**config.mk**
```make
export PLATFORM = sky130hd
export DESIGN_NAME = fcm_host
export DESIGN_NICKNAME = d
export VERILOG_FILES = /design/src/fcm_pkg.sv /design/src/fcm_cyc_if.sv /design/src/fcm_bus_cycle.sv /design/src/fcm_host.sv
export VERILOG_INCLUDE_DIRS = /design/src
export SDC_FILE = /design/constraint.sdc
export NUM_CORES = 1
export LEC_CHECK = 0
export ABC_CLOCK_PERIOD_IN_PS = 4810
export BUFFER_PORTS_ARGS = -buffer_cell sky130_fd_sc_hd__buf_2
export CAP_MARGIN = 40
export CORE_ASPECT_RATIO = 0.8
export CORE_MARGIN = 10
export CORE_UTILIZATION = 56
export CTS_BUF_LIST = sky130_fd_sc_hd__clkbuf_16
export DETAILED_ROUTE_END_ITERATION = 8
export GPL_ROUTABILITY_DRIVEN = 0
export PLACE_DENSITY_LB_ADDON = 0.05
export SLEW_MARGIN = 5
export SYNTH_ARGS = -nofsm -noshare
export SYNTH_HDL_FRONTEND = slang
export SYNTH_SLANG_ARGS = --single-unit
```
**constraint.sdc**
```tcl
create_clock -name clk -period 4.81 [get_ports clk]
set_input_delay 0 -clock clk [delete_from_list [all_inputs] [get_ports clk]]
set_output_delay 0 -clock clk [all_outputs]
set_load 0.1 [all_outputs]
```
**src/fcm_consts.svh**
```systemverilog
// Timing counts, bus addresses, command bytes and status bit positions for the flash command master.
`ifndef FCM_CONSTS_SVH
`define FCM_CONSTS_SVH

`define FCM_CLK_MHZ          40
`define FCM_T_WP_NS          35
`define FCM_WP_CYC           ((`FCM_T_WP_NS * `FCM_CLK_MHZ + 999) / 1000)
`define FCM_T_ACC_NS         70
`define FCM_ACC_CYC          ((`FCM_T_ACC_NS * `FCM_CLK_MHZ + 999) / 1000)
`define FCM_T_RP_NS          500
`define FCM_RP_CYC           ((`FCM_T_RP_NS * `FCM_CLK_MHZ + 999) / 1000)
`define FCM_T_LOADWIN_US     30
`define FCM_LOADWIN_CYC      (`FCM_T_LOADWIN_US * `FCM_CLK_MHZ)

`define FCM_U1_WORD          18'h0_0555
`define FCM_U2_WORD          18'h0_02AA
`define FCM_U1_BYTE          18'h0_0AAA
`define FCM_U2_BYTE          18'h0_0555
`define FCM_PV_OFS_WORD      18'h0_0002
`define FCM_PV_OFS_BYTE      18'h0_0004

`define FCM_D_UNLOCK1        16'h00AA
`define FCM_D_UNLOCK2        16'h0055
`define FCM_D_PROGRAM        16'h00A0
`define FCM_D_SETUP_ERASE    16'h0080
`define FCM_D_SILICON_ID     16'h0090
`define FCM_D_CHIP_ERASE     16'h0010
`define FCM_D_SECTOR_ERASE   16'h0030
`define FCM_D_PROTECT_UNLOCK 16'h0020
`define FCM_D_SUSPEND        16'h00B0
`define FCM_D_RESET          16'h00F0

`define FCM_BIT_POLL         7
`define FCM_BIT_TOGGLE       6
`define FCM_BIT_LIMIT        5

`endif

```
**src/fcm_pkg.sv**
```systemverilog
// Types shared by the flash command master modules.
package fcm_pkg;
  typedef enum logic [3:0] {
    OP_READ            = 4'h0,
    OP_RESET           = 4'h1,
    OP_PROGRAM         = 4'h2,
    OP_CHIP_ERASE      = 4'h3,
    OP_SECTOR_ERASE    = 4'h4,
    OP_ADD_SECTOR      = 4'h5,
    OP_SUSPEND         = 4'h6,
    OP_RESUME          = 4'h7,
    OP_READ_ID         = 4'h8,
    OP_PROTECT_VERIFY  = 4'h9,
    OP_PROTECT_UNLOCK  = 4'hA,
    OP_POLL            = 4'hB
  } fcm_op_t;

  typedef enum logic [1:0] {
    S_HWRST = 2'b00,
    S_IDLE  = 2'b01,
    S_ISSUE = 2'b10,
    S_WAIT  = 2'b11
  } fcm_state_t;

  typedef enum logic [1:0] {
    K_WRITE = 2'b00,
    K_READ  = 2'b01,
    K_POLLA = 2'b10,
    K_POLLB = 2'b11
  } fcm_kind_t;

  typedef enum logic [1:0] {
    E_IDLE   = 2'b00,
    E_SETUP  = 2'b01,
    E_STROBE = 2'b10,
    E_HOLD   = 2'b11
  } fcm_eng_t;
endpackage : fcm_pkg

```
**src/fcm_cyc_if.sv**
```systemverilog
// Handshake between the command sequencer and the pin cycle engine.
`timescale 1ns/1ps
`default_nettype none
interface fcm_cyc_if;
  logic        start;
  logic        wr;
  logic [17:0] addr;
  logic [15:0] wdata;
  logic        done;
  logic [15:0] rdata;
  modport ctl (output start, output wr, output addr, output wdata, input done, input rdata);
  modport eng (input start, input wr, input addr, input wdata, output done, output rdata);
endinterface : fcm_cyc_if
`default_nettype wire

```
**src/fcm_bus_cycle.sv**
```systemverilog
// Pin cycle engine: one timed write or read cycle on the flash bus.
`timescale 1ns/1ps
`default_nettype none
`include "fcm_consts.svh"
module fcm_bus_cycle (
  input  wire logic        clk,
  input  wire logic        rst_n,
  input  wire logic        byte_mode,
  fcm_cyc_if.eng           cyc,
  output logic             ce_n,
  output logic             oe_n,
  output logic             we_n,
  output logic [16:0]      addr_pins,
  output logic [15:0]      dq_out,
  output logic [15:0]      dq_oe_n,
  input  wire logic [15:0] dq_in
);
  fcm_pkg::fcm_eng_t st_ff;
  logic [2:0]        cnt_ff;
  logic              wr_ff;
  logic              ce_n_ff;
  logic              oe_n_ff;
  logic              we_n_ff;
  logic [16:0]       addr_ff;
  logic [15:0]       dout_ff;
  logic [15:0]       doe_n_ff;
  logic [15:0]       rdata_ff;

  // In byte mode the top data pin carries the lowest address bit, so it is driven on reads too.
  wire [16:0] pin_addr = byte_mode ? cyc.addr[17:1] : cyc.addr[16:0];
  wire [15:0] pin_dout = byte_mode ? {cyc.addr[0], cyc.wdata[14:0]} : cyc.wdata;
  wire [15:0] pin_doe  = cyc.wr ? 16'h0000 : (byte_mode ? 16'h7FFF : 16'hFFFF);
  wire [2:0]  strobe_n = cyc.wr ? 3'(`FCM_WP_CYC - 1) : 3'(`FCM_ACC_CYC - 1);

  always_ff @(posedge clk or negedge rst_n) begin
    if (!rst_n) begin
      st_ff    <= fcm_pkg::E_IDLE;
      cnt_ff   <= 3'h0;
      wr_ff    <= 1'b0;
      ce_n_ff  <= 1'b1;
      oe_n_ff  <= 1'b1;
      we_n_ff  <= 1'b1;
      addr_ff  <= 17'h0_0000;
      dout_ff  <= 16'h0000;
      doe_n_ff <= 16'hFFFF;
      rdata_ff <= 16'h0000;
    end else begin
      case (st_ff)
        fcm_pkg::E_IDLE: begin
          if (cyc.start) begin
            st_ff    <= fcm_pkg::E_SETUP;
            wr_ff    <= cyc.wr;
            cnt_ff   <= strobe_n;
            ce_n_ff  <= 1'b0;
            addr_ff  <= pin_addr;
            dout_ff  <= pin_dout;
            doe_n_ff <= pin_doe;
          end
        end
        fcm_pkg::E_SETUP: begin
          // Address is stable a cycle before the strobe falls, where the device latches it.
          st_ff   <= fcm_pkg::E_STROBE;
          we_n_ff <= ~wr_ff;
          oe_n_ff <= wr_ff;
        end
        fcm_pkg::E_STROBE: begin
          if (cnt_ff == 3'h0) begin
            st_ff    <= fcm_pkg::E_HOLD;
            we_n_ff  <= 1'b1;
            oe_n_ff  <= 1'b1;
            rdata_ff <= wr_ff ? rdata_ff : dq_in;
          end else begin
            cnt_ff <= cnt_ff - 3'h1;
          end
        end
        fcm_pkg::E_HOLD: begin
          // Data stays driven past the rising strobe edge, where the device takes it.
          st_ff    <= fcm_pkg::E_IDLE;
          ce_n_ff  <= 1'b1;
          doe_n_ff <= 16'hFFFF;
        end
        default: st_ff <= fcm_pkg::E_IDLE;
      endcase
    end
  end

  assign cyc.done  = (st_ff == fcm_pkg::E_HOLD);
  assign cyc.rdata = rdata_ff;
  assign ce_n      = ce_n_ff;
  assign oe_n      = oe_n_ff;
  assign we_n      = we_n_ff;
  assign addr_pins = addr_ff;
  assign dq_out    = dout_ff;
  assign dq_oe_n   = doe_n_ff;
endmodule : fcm_bus_cycle
`default_nettype wire

```
**src/fcm_host.sv**
```systemverilog
// Flash command master: turns user operations into flash command write sequences and status polls.
//
// Behaviour
// - Unlock addresses are 555H/2AAH in word mode and AAAH/555H in byte mode.
// - Program is AAH, 55H, A0H unlock writes, then data to the target location.
// - Erase is AAH,55H,80H,AAH,55H then 10H for chip or 30H to a sector.
// - Silicon-ID is AAH,55H,90H; reads at offset 0 and 1 give maker and device codes.
// - Protect unlock is AAH,55H,80H,AAH,55H,20H to the first unlock address.
// - Each extra sector load must start within 30 us of the previous strobe rise.
`timescale 1ns/1ps
`default_nettype none
`include "fcm_consts.svh"
module fcm_host (
  input  wire logic             clk,
  input  wire logic             reset_n,
  input  wire logic             byte_mode,
  input  wire logic             req_valid,
  output logic                  req_ready,
  input  wire fcm_pkg::fcm_op_t req_op,
  input  wire logic [17:0]      req_addr,
  input  wire logic [15:0]      req_data,
  output logic                  resp_valid,
  output logic [15:0]           resp_data,
  output logic                  resp_fail,
  output logic                  erase_active,
  output logic                  erase_suspended,
  output logic                  flash_reset_n,
  output logic                  flash_byte_n,
  output logic                  flash_ce_n,
  output logic                  flash_oe_n,
  output logic                  flash_we_n,
  output logic [16:0]           flash_addr,
  output logic [15:0]           flash_dq_out,
  output logic [15:0]           flash_dq_oe_n,
  input  wire logic [15:0]      flash_dq_in
);
  logic                rst_s1_ff;
  logic                rst_s2_ff;
  fcm_pkg::fcm_state_t state_ff;
  fcm_pkg::fcm_kind_t  kind_ff;
  fcm_pkg::fcm_op_t    op_ff;
  logic [17:0]         addr_ff;
  logic [15:0]         data_ff;
  logic [2:0]          step_ff;
  logic [10:0]         cnt_ff;
  logic [15:0]         first_ff;
  logic                erasing_ff;
  logic                suspended_ff;
  logic                fail_ff;
  logic                resp_valid_ff;
  logic [15:0]         resp_data_ff;
  logic                resp_fail_ff;
  logic                byte_n_ff;

  fcm_cyc_if cyc ();

  always_ff @(posedge clk or negedge reset_n) begin
    if (!reset_n) begin
      rst_s1_ff <= 1'b0;
      rst_s2_ff <= 1'b0;
    end else begin
      rst_s1_ff <= 1'b1;
      rst_s2_ff <= rst_s1_ff;
    end
  end
  wire rst_n = rst_s2_ff;

  fcm_bus_cycle u_engine (
    .clk       (clk),
    .rst_n     (rst_n),
    .byte_mode (byte_mode),
    .cyc       (cyc.eng),
    .ce_n      (flash_ce_n),
    .oe_n      (flash_oe_n),
    .we_n      (flash_we_n),
    .addr_pins (flash_addr),
    .dq_out    (flash_dq_out),
    .dq_oe_n   (flash_dq_oe_n),
    .dq_in     (flash_dq_in)
  );

  // First command byte after the two unlock writes, and the final byte of six-write or single-write commands.
  function automatic logic [15:0] cmd_first(input fcm_pkg::fcm_op_t op);
    case (op)
      fcm_pkg::OP_PROGRAM:        cmd_first = `FCM_D_PROGRAM;
      fcm_pkg::OP_READ_ID,
      fcm_pkg::OP_PROTECT_VERIFY: cmd_first = `FCM_D_SILICON_ID;
      default:                    cmd_first = `FCM_D_SETUP_ERASE;
    endcase
  endfunction : cmd_first

  function automatic logic [15:0] cmd_last(input fcm_pkg::fcm_op_t op);
    case (op)
      fcm_pkg::OP_CHIP_ERASE:     cmd_last = `FCM_D_CHIP_ERASE;
      fcm_pkg::OP_PROTECT_UNLOCK: cmd_last = `FCM_D_PROTECT_UNLOCK;
      fcm_pkg::OP_SUSPEND:        cmd_last = `FCM_D_SUSPEND;
      fcm_pkg::OP_RESET:          cmd_last = `FCM_D_RESET;
      default:                    cmd_last = `FCM_D_SECTOR_ERASE;
    endcase
  endfunction : cmd_last

  wire [17:0] unlock1   = byte_mode ? `FCM_U1_BYTE : `FCM_U1_WORD;
  wire [17:0] unlock2   = byte_mode ? `FCM_U2_BYTE : `FCM_U2_WORD;
  wire        is_prog   = (op_ff == fcm_pkg::OP_PROGRAM);
  wire        to_sector = (op_ff == fcm_pkg::OP_SECTOR_ERASE) || (op_ff == fcm_pkg::OP_ADD_SECTOR);
  wire        is_ident  = (op_ff == fcm_pkg::OP_READ_ID) || (op_ff == fcm_pkg::OP_PROTECT_VERIFY);
  wire [2:0]  last_step = is_prog ? 3'h3 : (is_ident ? 3'h2 : 3'h5);
  wire        step_u2   = (step_ff == 3'h1) || (step_ff == 3'h4);

  wire [17:0] wr_addr = (step_ff == 3'h3 && is_prog) ? addr_ff :
                        (step_ff == 3'h5 && to_sector) ? addr_ff :
                        step_u2 ? unlock2 : unlock1;
  wire [15:0] wr_data = (step_ff == 3'h3 && is_prog) ? data_ff :
                        (step_ff == 3'h5) ? cmd_last(op_ff) :
                        (step_ff == 3'h2) ? cmd_first(op_ff) :
                        step_u2 ? `FCM_D_UNLOCK2 : `FCM_D_UNLOCK1;
  wire [17:0] pv_ofs  = byte_mode ? `FCM_PV_OFS_BYTE : `FCM_PV_OFS_WORD;
  wire [17:0] rd_addr = (op_ff == fcm_pkg::OP_PROTECT_VERIFY) ? (addr_ff | pv_ofs) : addr_ff;

  assign cyc.start = (state_ff == fcm_pkg::S_ISSUE);
  assign cyc.wr    = (kind_ff == fcm_pkg::K_WRITE);
  assign cyc.addr  = cyc.wr ? wr_addr : rd_addr;
  assign cyc.wdata = wr_data;

  // Acceptance gate: which operations may be written to the device in its present mode.
  wire win_open  = (cnt_ff != 11'h000);
  wire ok_susp   = (req_op == fcm_pkg::OP_READ) || (req_op == fcm_pkg::OP_RESUME) ||
                   (req_op == fcm_pkg::OP_PROGRAM) || (req_op == fcm_pkg::OP_POLL);
  wire ok_erase  = (req_op == fcm_pkg::OP_SUSPEND) || (req_op == fcm_pkg::OP_POLL) ||
                   (req_op == fcm_pkg::OP_ADD_SECTOR && win_open);
  wire ok_ready  = (req_op != fcm_pkg::OP_SUSPEND) && (req_op != fcm_pkg::OP_RESUME) &&
                   (req_op != fcm_pkg::OP_ADD_SECTOR);
  wire op_ok     = suspended_ff ? ok_susp : (erasing_ff ? ok_erase : ok_ready);
  assign req_ready = (state_ff == fcm_pkg::S_IDLE) && op_ok;
  wire take      = req_valid && req_ready;
  wire single    = (req_op == fcm_pkg::OP_RESET) || (req_op == fcm_pkg::OP_SUSPEND) ||
                   (req_op == fcm_pkg::OP_RESUME) || (req_op == fcm_pkg::OP_ADD_SECTOR);
  wire rd_first  = (req_op == fcm_pkg::OP_READ);
  wire pol_first = (req_op == fcm_pkg::OP_POLL);

  // Poll evaluation over two consecutive reads.
  wire [15:0] second  = cyc.rdata;
  wire        still   = (first_ff[`FCM_BIT_TOGGLE] == second[`FCM_BIT_TOGGLE]);
  wire        settled = still && second[`FCM_BIT_POLL];
  wire        limit   = second[`FCM_BIT_LIMIT] && !still;
  wire        blocking = is_prog || (op_ff == fcm_pkg::OP_CHIP_ERASE) || (op_ff == fcm_pkg::OP_SUSPEND);
  // Suspend only needs the toggling to stop; data polling then shows array data.
  wire        done_ok = (op_ff == fcm_pkg::OP_SUSPEND) ? still : settled;
  wire        wr_end  = (kind_ff == fcm_pkg::K_WRITE) && (step_ff == last_step);
  wire        to_poll = is_prog || (op_ff == fcm_pkg::OP_CHIP_ERASE) || (op_ff == fcm_pkg::OP_SUSPEND);

  always_ff @(posedge clk or negedge rst_n) begin
    if (!rst_n) begin
      state_ff      <= fcm_pkg::S_HWRST;
      kind_ff       <= fcm_pkg::K_WRITE;
      op_ff         <= fcm_pkg::OP_READ;
      addr_ff       <= 18'h0_0000;
      data_ff       <= 16'h0000;
      step_ff       <= 3'h0;
      cnt_ff        <= 11'(`FCM_RP_CYC);
      first_ff      <= 16'h0000;
      erasing_ff    <= 1'b0;
      suspended_ff  <= 1'b0;
      fail_ff       <= 1'b0;
      resp_valid_ff <= 1'b0;
      resp_data_ff  <= 16'h0000;
      resp_fail_ff  <= 1'b0;
      byte_n_ff     <= 1'b1;
    end else begin
      resp_valid_ff <= 1'b0;
      byte_n_ff     <= ~byte_mode;
      if (state_ff != fcm_pkg::S_HWRST && win_open) begin
        cnt_ff <= cnt_ff - 11'h001;
      end
      case (state_ff)
        fcm_pkg::S_HWRST: begin
          if (cnt_ff == 11'h000) begin
            state_ff <= fcm_pkg::S_IDLE;
          end else begin
            cnt_ff <= cnt_ff - 11'h001;
          end
        end
        fcm_pkg::S_IDLE: begin
          if (take) begin
            state_ff <= fcm_pkg::S_ISSUE;
            op_ff    <= req_op;
            addr_ff  <= req_addr;
            data_ff  <= req_data;
            fail_ff  <= 1'b0;
            step_ff  <= single ? 3'h5 : 3'h0;
            kind_ff  <= rd_first ? fcm_pkg::K_READ : (pol_first ? fcm_pkg::K_POLLA : fcm_pkg::K_WRITE);
            if (req_op == fcm_pkg::OP_SUSPEND) begin
              cnt_ff <= 11'h000; // Suspend closes a still-open load window.
            end
          end
        end
        fcm_pkg::S_ISSUE: state_ff <= fcm_pkg::S_WAIT;
        fcm_pkg::S_WAIT: begin
          if (cyc.done) begin
            state_ff <= fcm_pkg::S_ISSUE;
            case (kind_ff)
              fcm_pkg::K_WRITE: begin
                if (!wr_end) begin
                  step_ff <= step_ff + 3'h1;
                end else if (fail_ff || op_ff == fcm_pkg::OP_RESET) begin
                  state_ff      <= fcm_pkg::S_IDLE;
                  erasing_ff    <= 1'b0;
                  suspended_ff  <= 1'b0;
                  resp_valid_ff <= 1'b1;
                  resp_fail_ff  <= fail_ff;
                end else if (is_ident) begin
                  kind_ff <= fcm_pkg::K_READ;
                end else if (to_poll) begin
                  kind_ff <= fcm_pkg::K_POLLA;
                end else begin
                  state_ff      <= fcm_pkg::S_IDLE;
                  resp_valid_ff <= 1'b1;
                  resp_fail_ff  <= 1'b0;
                  if (to_sector) begin
                    erasing_ff <= 1'b1;
                    cnt_ff     <= 11'(`FCM_LOADWIN_CYC);
                  end
                  if (op_ff == fcm_pkg::OP_RESUME) begin
                    suspended_ff <= 1'b0;
                    erasing_ff   <= 1'b1;
                  end
                end
              end
              fcm_pkg::K_READ: begin
                state_ff      <= fcm_pkg::S_IDLE;
                resp_valid_ff <= 1'b1;
                resp_data_ff  <= cyc.rdata;
                resp_fail_ff  <= 1'b0;
              end
              fcm_pkg::K_POLLA: begin
                first_ff <= cyc.rdata;
                kind_ff  <= fcm_pkg::K_POLLB;
              end
              default: begin
                if (done_ok) begin
                  state_ff      <= fcm_pkg::S_IDLE;
                  resp_valid_ff <= 1'b1;
                  resp_data_ff  <= second;
                  resp_fail_ff  <= 1'b0;
                  if (op_ff == fcm_pkg::OP_SUSPEND) begin
                    suspended_ff <= 1'b1;
                  end else if (op_ff == fcm_pkg::OP_POLL && !suspended_ff) begin
                    erasing_ff <= 1'b0;
                  end
                end else if (limit) begin
                  fail_ff <= 1'b1;
                  op_ff   <= fcm_pkg::OP_RESET;
                  step_ff <= 3'h5;
                  kind_ff <= fcm_pkg::K_WRITE;
                end else if (blocking) begin
                  kind_ff <= fcm_pkg::K_POLLA;
                end else begin
                  state_ff      <= fcm_pkg::S_IDLE;
                  resp_valid_ff <= 1'b1;
                  resp_data_ff  <= second;
                  resp_fail_ff  <= 1'b0;
                end
              end
            endcase
          end
        end
        default: state_ff <= fcm_pkg::S_IDLE;
      endcase
    end
  end

  assign flash_reset_n   = (state_ff != fcm_pkg::S_HWRST);
  assign flash_byte_n    = byte_n_ff;
  assign resp_valid      = resp_valid_ff;
  assign resp_data       = resp_data_ff;
  assign resp_fail       = resp_fail_ff;
  assign erase_active    = erasing_ff;
  assign erase_suspended = suspended_ff;
endmodule : fcm_host
`default_nettype wire

```
==> run_results.csv, run 1 <==
group,metric,value,unit
synthesis,async_flop_share,100,%
global_route,grt_pass1_wl,30.7,mm
synthesis,ys.flop_type,"dfrtp_1",
detailed_routing,first_pass_iters,5,
setup_path,crit_path_end_kind,"flip-flop",
timing,period_needed,2.88,ns
setup_path,rr_worst_depth,9,
floorplanning,rows,37,
placement,dpl.hpwl,12.7,mm
setup_path,reg2reg_slack,1.93,ns
final_layout,diodes,0,
detailed_routing,ant_nets,0,
setup_path,reg2reg_to,"kind_ff[1]",
setup_path,crit_type,"reg2reg",
timing,rsz0062_at_grt,"false",
setup_path,crit_required,5.12,ns
setup_path,crit_buf_inv,2,
clock_tree,worstSkewPairLatency,0.43,ns
timing,finalCritPeriodShare,59.9,%
global_route,grt-ovfl-total,0,
synthesis,postSynthAreaPerCell,10.5,um^2
floorplanning,start_util,56.6,%
min_path,worstHoldPathType,"in2reg",
setup_path,cp_slowest_cell,"and3_2",
final_layout,area_growth,26.3,%
detailed_routing,drtIter0Drc,405,
floorplanning,die_y,122,um
global_route,antenna_found_initial,0,
timing,finalMaxSlewViolations,0,
floorplanning,dieArea,17900,um^2
synthesis,ys_ff_latch,141,
timing,setup_viol,0,
timing,slew_headroom,50.2,%
synthesis,synth_edf_count,0,
timing,skew,0.00997,ns
clock_tree,cts-htree-levels,4,
detailed_routing,detail_route.wl_per_cell,17.8,um
job,maxCapViolCount,0,
synthesis,syn_area,7240,um^2
setup_path,crit_chain,"inv_1 > ha_1 > nor3b_1 > a31oi_1 > o32a_2 > and3_2 > buf_12 > a41oi_2 > mux2_2",
global_route,grt_pass1_vias,6034,
detailed_routing,wirelength,18.5,mm
clock_tree,path_clk_slew,0.06,ns
clock_tree,cts_resized,0,
run_status,status,"completed",
clock_tree,clock_sinks,141,
synthesis,synth-seq-area-share,48.9,%
floorplanning,die_w,147,um
setup_path,cp-endpoint,"kind_ff[1]",
floorplanning,pin_count,133,
setup_path,cp-startpoint,"cnt_ff[0]",
setup_path,cp-start-kind,"flip-flop",
timing,tightestPinTransition,0.728,ns
timing,fmax,0.347,GHz
synthesis,ys_types,71,
clock_tree,clockBufferDepth,2,
setup_path,crit_family,"simple AND/OR/NAND/NOR gates",
clock_tree,clock-root-buffer,"clkbuf_16",
timing,fin_setup_tns,0,ns
final_layout,drive_gt1_share,30.9,%
setup_path,worstPathArrival,3.19,ns
detailed_routing,drc,0,
synthesis,syn-num-nets,764,
setup_path,path_depth,9,
timing,hold_violations,0,
detailed_routing,vias,5825,
synthesis,ys_warn_count,0,
setup_path,max_stage_delay,0.41,ns
clock_tree,cts_made_buffers,17,
clock_tree,cts_tree,"built",
setup_path,reg2reg_from,"cnt_ff[0]",
final_layout,fin_nets,931,
setup_path,crit_fanout,24,
synthesis,synthCells,687,
global_route,grt_max_degree,64,
global_route,grtUsageTotal,21.0,%
floorplanning,coreArea,12800,um^2
placement,io_buffers,132,
detailed_routing,via_per_inst,5.59,
cell usage in the layout (no fill, tap or decap), types with 7 or more instances in the layout:
cell           count
inv_1             21
nor2_1            55
dlygate4sd3_1     57
ha_1              19
o21ai_0           37
nor3_1            10
clkbuf_16         17
dfrtp_1          132
nand3_1           13
o22a_1             8
dfstp_2            8
mux2i_1           21
o21a_1             9
a21oi_1           38
a31oi_1            9
nor2b_1            7
buf_2            132
mux2_2            70
nand2_1           67
worst register-to-register path: cells and delay by family (launching register included):
kind / cells / cell delay [ns]
AOI/OAI and AO/OA: 3 / 0.76
adders and majority gates: 1 / 0.15
buffers and inverters: 2 / 0.38
DFF: 1 / 0.37
muxes: 1 / 0.35
and+or+nand+nor: 2 / 0.75
timing repair:
action / CTS / global route
endpoints found under the hold margin: 57 / 0
setup buffers: 0 / 0
hold buffers: 57 / 0
layer usage:
metal	vias to the layer above	track usage, %	wire length, um
met2	149	35.0	9050
li1	2763	-	-
met5	-	0	0
met1	2891	26.0	8090
met3	22	6.74	1140
met4	0	5.93	229
flip-flops by register name, indices dropped and copies added, names as in the netlist, 4 cells and up:
name	cells
addr_ff	18
cnt_ff	11
data_ff	16
op_ff	4
resp_data	16
u_engine.addr_pins	17
u_engine.cyc.rdata	16
u_engine.dq_out	16
cells in the mapped netlist, types with 6 or more instances:
| master | number | area (um^2) |
|---|---|---|
| nand2_1 | 67 | 251 |
| o21ai_0 | 37 | 185 |
| nor2_1 | 55 | 206 |
| clkbuf_1 | 22 | 82.6 |
| o21a_1 | 9 | 67.6 |
| inv_1 | 19 | 71.3 |
| dfrtp_1 | 133 | 3330 |
| a21oi_1 | 38 | 190 |
| nor3_1 | 10 | 50.1 |
| mux2_2 | 70 | 788 |
| dfstp_2 | 8 | 210 |
| ha_1 | 19 | 238 |
| nor2b_1 | 7 | 43.8 |
| and3_1 | 6 | 37.5 |
| nand3_1 | 13 | 65.1 |
| mux2i_1 | 21 | 210 |
| o31ai_1 | 6 | 45.0 |
| o22a_1 | 8 | 70.1 |
| nor3b_1 | 7 | 52.6 |
| buf_4 | 14 | 105 |
| and2_1 | 6 | 37.5 |
| buf_2 | 9 | 45.0 |
| a31oi_1 | 9 | 56.3 |
layout make-up:
class / count / area (um^2)
clock inverter: 15 / 173
multi-input combinational: 473 / 3340
tap: 175 / 219
fill: 951 / 3640
clock buffer: 17 / 425
timing repair buffer: 200 / 1360
sequential: 141 / 3540
inverter: 21 / 78.8
worst min-delay path by stage:
stage	start	to	slack [ns]	cells past startpoint
after floorplan	reset_n	rst_n	-0.30	0
after global placement	reset_n	rst_s1_ff	-0.22	1
after detailed placement	reset_n	rst_s1_ff	-0.21	1
after CTS	byte_mode	u_engine.addr_pins[2]	0.13	3
after global routing	byte_mode	u_engine.addr_pins[6]	0.17	3
final	byte_mode	u_engine.addr_pins[2]	0.14	3
logic make-up (layout without fill, tap and decap cells):
group | after synthesis | in the layout | synth area share, %
and+or+nand+nor | 206 | 206 | 14.4
AOI/OAI and AO/OA | 150 | 150 | 13.5
DFF | 141 | 141 | 48.9
muxes | 93 | 93 | 14.2
buffers and inverters | 73 | 253 | 5.19
adders and majority gates | 19 | 19 | 3.28
xor gates and xnor gates | 4 | 4 | 0.484
other | 1 | 1 | 0.0518
through the flow:
step	utilization, %	std cells	setup WS, ns	hold WS (ns)	instance area (um^2)
detailed placement	62.4	953	1.94	-0.213	7970
CTS	71.5	1042	1.93	0.130	9140
finish	71.5	1042	1.93	0.135	9140
global placement	61.7	948	1.95	-0.215	7890
global route	71.5	1042	1.71	0.168	9140
floorplan	-	687	0.605	-0.296	7240
Power of run 1 is not shown: default switching activity piles up to over one toggle a cycle in this logic, so the estimate is an artifact.
==> run 2: changes to the inputs <==
Settings changed: ABC_CLOCK_PERIOD_IN_PS 4810 to 2300, CORE_UTILIZATION 56 to 51.
Clock period 4.81 ns to 2.3 ns, I/O delays scaled along.
==> run_results.csv, run 2 (synthesized netlist as in run 1, its figures left out) <==
group,metric,value,unit
clock_tree,clock_sinks,141,
clock_tree,clock-root-buffer,"clkbuf_16",
min_path,worstHoldPathType,"in2reg",
timing,fmax,0.446,GHz
floorplanning,die_y,127,um
job,maxCapViolCount,0,
floorplanning,rows,38,
final_layout,top_register,"addr_ff",
global_route,grtUsageTotal,19.1,%
clock_tree,worstSkewPairLatency,0.42,ns
global_route,top_usage_layer,"met2",
final_layout,final_common_cell,"buf_2",
timing,period_needed,2.24,ns
detailed_routing,detail_route.wl_per_cell,17.2,um
floorplanning,start_util,52.7,%
setup_path,worstPathArrival,2.54,ns
placement,io_buffers,132,
detailed_routing,wirelength,18.7,mm
setup_path,crit_family,"multiplexers",
final_layout,area_growth,32.3,%
setup_path,crit_required,2.60,ns
timing,skew,0.00835,ns
floorplanning,pin_count,133,
final_layout,largest_reg_flops,18,
placement,dpl.hpwl,13.2,mm
detailed_routing,ant_nets,0,
clock_tree,path_clk_slew,0.06,ns
setup_path,crit_buf_inv,1,
detailed_routing,via_per_inst,5.47,
setup_path,cp_slowest_cell,"dfrtp_2",
global_route,grt_pass1_vias,6124,
setup_path,crit_fanout,6,
floorplanning,dieArea,19400,um^2
detailed_routing,first_pass_iters,6,
detailed_routing,drc,0,
timing,finalCritPeriodShare,97.6,%
final_layout,diodes,0,
setup_path,crit_chain,"buf_4 > nor3b_4 > mux2i_2 > a21o_1 > o21ai_1 > a41oi_2 > mux2_2",
clock_tree,cts_tree,"built",
clock_tree,clockBufferDepth,2,
timing,finalMaxSlewViolations,0,
setup_path,crit_path_end_kind,"flip-flop",
run_status,status,"completed",
setup_path,crit_type,"reg2reg",
global_route,grt_util_met2,31.0,%
floorplanning,coreArea,13700,um^2
global_route,grt-ovfl-total,0,
final_layout,fin_nets,972,
timing,hold_violations,0,
setup_path,cp-start-kind,"flip-flop",
global_route,grtUsageMet3,6.18,%
global_route,use_met1,24.5,%
setup_path,max_stage_delay,0.44,ns
detailed_routing,drtIter0Drc,324,
final_layout,post-route-util,69.7,%
timing,rsz0062_at_grt,"true",
clock_tree,cts_made_buffers,17,
global_route,grt_pass1_wl,31.1,mm
timing,tightestPinTransition,0.662,ns
detailed_routing,vias,5947,
final_layout,drive_gt1_share,36.0,%
final_layout,mostFrequentLayoutCells,"buf_2, dfrtp_1, mux2_2",
global_route,grt_max_degree,62,
timing,slew_headroom,55.9,%
clock_tree,cts-htree-levels,4,
timing,whs,0.165,ns
floorplanning,die_w,153,um
global_route,antenna_found_initial,0,
timing,setup_viol,0,
clock_tree,postCtsSetupBuffers,0,
[run 2: metal layers]
| layer | vias to the layer above | wire length, um |
|---|---|---|
| li1 | 2845 | - |
| met1 | 2877 | 8470 |
| met2 | 199 | 8760 |
| met3 | 26 | 1240 |
| met4 | 0 | 223 |
| met5 | - | 0 |
[run 2: worst paths after layout]
check,start,to,slack [ns],cells after the start
min,byte_mode,u_engine.dq_out[15],0.17,4
max in group asynchronous,rst_n,u_engine.dq_oe_n[15],1.23,1
max,op_ff[1],kind_ff[1],0.06,7
max reg2reg,op_ff[1],kind_ff[1],0.06,7
min in group asynchronous,rst_n,addr_ff[15],0.37,0
min reg2reg,rst_s1_ff,rst_n,0.35,0
[run 2: layout make-up]
type	count	area, um^2
inverters	21	82.6
fillers	1038	4160
clock buffers	17	425
clock inverters	15	181
multi-input cells	473	3420
flip-flops and latches	141	3550
repair buffers	241	1690
well taps	180	225
[run 2: worst min-delay path: stages]
cell and delay [ns]:
buf_2 0.11, buf_4 0.21, a21oi_1 0.14, o21ai_0 0.07
[run 2: per-stage QoR]
step           setup slack [ns]  instance area [um^2]  setup TNS [ns]  cells
2_1_floorplan            0.0429                  7250               0    687
3_3_place_gp             -0.212                  8310          -0.784    999
3_5_place_dp             -0.198                  8310          -0.753    999
4_1_cts                  0.0129                  9490               0   1088
5_1_grt                 -0.0186                  9580         -0.0186   1088
6_report                 0.0563                  9580               0   1088
[run 2: repair_timing]
action,in CTS,in global routing
resized for setup,2,21
pin swaps,0,2
endpoints found under the setup margin,10,37
hold endpoints to repair,57,0
hold buffers,57,0
Power of run 2 is left out for the same reason.
==> run 3: changes to the inputs <==
--- a/config.mk
+++ b/config.mk
@@ -8,7 +8,7 @@
 export LEC_CHECK = 0
 export ABC_CLOCK_PERIOD_IN_PS = 2300
-export BUFFER_PORTS_ARGS = -buffer_cell sky130_fd_sc_hd__buf_2
+export BUFFER_PORTS_ARGS = -buffer_cell sky130_fd_sc_hd__buf_4
 export CAP_MARGIN = 40
-export CORE_ASPECT_RATIO = 0.8
+export CORE_ASPECT_RATIO = 1.5
 export CORE_MARGIN = 10
 export CORE_UTILIZATION = 51
==> constraint.sdc (replaced) <==
create_clock -name clk -period 2.3 [get_ports clk]
set_input_delay 0 -clock clk [delete_from_list [all_inputs] [get_ports clk]]
set_output_delay 0 -clock clk [all_outputs]
set_load 0.02 [all_outputs]
==> run_results.csv, run 3 (synthesized netlist as in run 1, its figures left out) <==
group,metric,value,unit
run_status,status,"completed",
global_route,grt_max_degree,48,
min_path,worstHoldPathType,"in2reg",
detailed_routing,via_per_inst,5.46,
setup_path,crit_fanout,4,
min_path,hold_depth,3,
global_route,grt_pass1_wl,32.2,mm
timing,skew,0.00775,ns
timing,tightestPinTransition,0.593,ns
timing,whs,0.0607,ns
floorplanning,rows,53,
setup_path,crit_path_end_kind,"flip-flop",
global_route,antenna_found_initial,0,
clock_tree,clock_sinks,141,
final_layout,drive_gt1_share,35.8,%
floorplanning,die_w,117,um
job,maxCapViolCount,0,
floorplanning,dieArea,19500,um^2
final_layout,top_register,"addr_ff",
setup_path,reg2reg_slack,0.03,ns
setup_path,worstPathArrival,2.57,ns
detailed_routing,drc,0,
setup_path,reg2reg_to,"step_ff[0]",
power_and_ir_drop,vdd.ir_drop.worst,0.802,mV
power_and_ir_drop,power.density,1380,nW/um^2
final_layout,area_growth,37.1,%
final_layout,largest_reg_flops,18,
clock_tree,clockBufferDepth,2,
global_route,grt-ovfl-total,0,
timing,finalCritPeriodShare,98.5,%
setup_path,rr_worst_depth,8,
clock_tree,cts_tree,"built",
timing,slew_headroom,60.5,%
timing,fmax,0.441,GHz
floorplanning,coreArea,14000,um^2
setup_path,crit_required,2.60,ns
floorplanning,start_util,51.7,%
global_route,grtUsageTotal,20.8,%
floorplanning,pin_count,133,
min_path,min_to,"u_engine.dq_out[15]",
setup_path,crit_type,"reg2reg",
timing,fin_setup_tns,0,ns
setup_path,cp-start-kind,"flip-flop",
clock_tree,worstSkewPairLatency,0.42,ns
clock_tree,cts-htree-levels,4,
detailed_routing,ant_nets,0,
setup_path,reg2reg_from,"op_ff[1]",
detailed_routing,wirelength,19.9,mm
timing,hold_violations,0,
placement,io_buffers,132,
timing,setup_viol,0,
final_layout,diodes,0,
detailed_routing,first_pass_iters,5,
placement,dpl.hpwl,14.4,mm
detailed_routing,detail_route.wl_per_cell,17.9,um
min_path,hold_start,"byte_mode",
final_layout,fin_nets,983,
detailed_routing,vias,6070,
final_layout,mostFrequentLayoutCells,"buf_4, dfrtp_1, mux2_2",
clock_tree,clock-root-buffer,"clkbuf_16",
global_route,grt_pass1_vias,6508,
timing,finalMaxSlewViolations,0,
power_and_ir_drop,leakagePower,4.57,nW
detailed_routing,drtIter0Drc,293,
timing,period_needed,2.27,ns
final_layout,final_common_cell,"buf_4",
clock_tree,cts_made_buffers,17,
floorplanning,die_y,166,um
clock_tree,path_clk_slew,0.06,ns
timing,rsz0062_at_grt,"true",
## run 3: layout make-up
cell class,count,area (um^2)
fill,1031,4070
sequential,141,3540
multi-input combinational,473,3400
timing repair buffer,252,2110
clock buffer,17,425
tap,192,240
clock inverter,15,130
inverter,21,78.8
## run 3: stage by stage
step / std cells / util (%) / worst slack [ns] / cell area [um^2] / power, mW
floorplan: 687 / - / 0.0429 / 7250 / 8.36
global placement: 1017 / 62.1 / 0.0635 / 8680 / 10.6
detailed placement: 1017 / 62.1 / 0.0165 / 8680 / 10.8
CTS: 1106 / 70.2 / 0.00245 / 9820 / 13.5
global route: 1111 / 70.9 / -0.0257 / 9920 / 14.6
finish: 1111 / 70.9 / 0.0345 / 9920 / 13.6
## run 3: worst max-delay path by stage
stage                     cells past startpoint           end  startpoint  slack [ns]
after floorplan                               9     cnt_ff[3]  kind_ff[0]        0.04
after global placement                        6     resp_fail    op_ff[2]        0.06
after detailed placement                      8    kind_ff[1]   cnt_ff[1]        0.02
after CTS                                     8    kind_ff[1]   cnt_ff[1]       0.002
after global routing                          9  resp_data[5]    op_ff[1]       -0.03
final                                         8    step_ff[0]    op_ff[1]        0.03
## run 3: worst max-delay path: stages, from the launching register on
cell     delay, ns
dfrtp_1       0.39
buf_4         0.15
nor4b_2       0.16
or3_1         0.34
a21o_1        0.18
buf_4         0.14
mux2_2        0.25
a21o_1        0.23
mux2_4        0.31
## run 3: metal layers
metal	share of wire (%)	GRT usage, %	wire length [um]	up-vias
met5	0	0	0	-
met4	3.1	8.85	618	0
met3	5.1	5.13	1020	49
met2	53	36.2	10500	182
met1	39	23.1	7760	2965
li1	-	-	-	2874
## run 3: report_power, final
part | leakage (nW) | switching [mW] | internal [mW] | total (mW)
Clock | 0.269 | 1.17 | 1.42 | 2.59
Combinational | 2.61 | 3.42 | 3.16 | 6.58
Sequential | 1.69 | 0.835 | 3.65 | 4.48
## run 3: timing repair
action | CTS | global route
hold endpoints to repair | 57 | 0
endpoints found under the setup margin | 1 | 24
gates resized for setup | 1 | 11
hold buffers | 57 | 0
buffers inserted | 0 | 4
pin swaps | 0 | 3
cloned | 0 | 1
(Power assumes the default switching activity.)
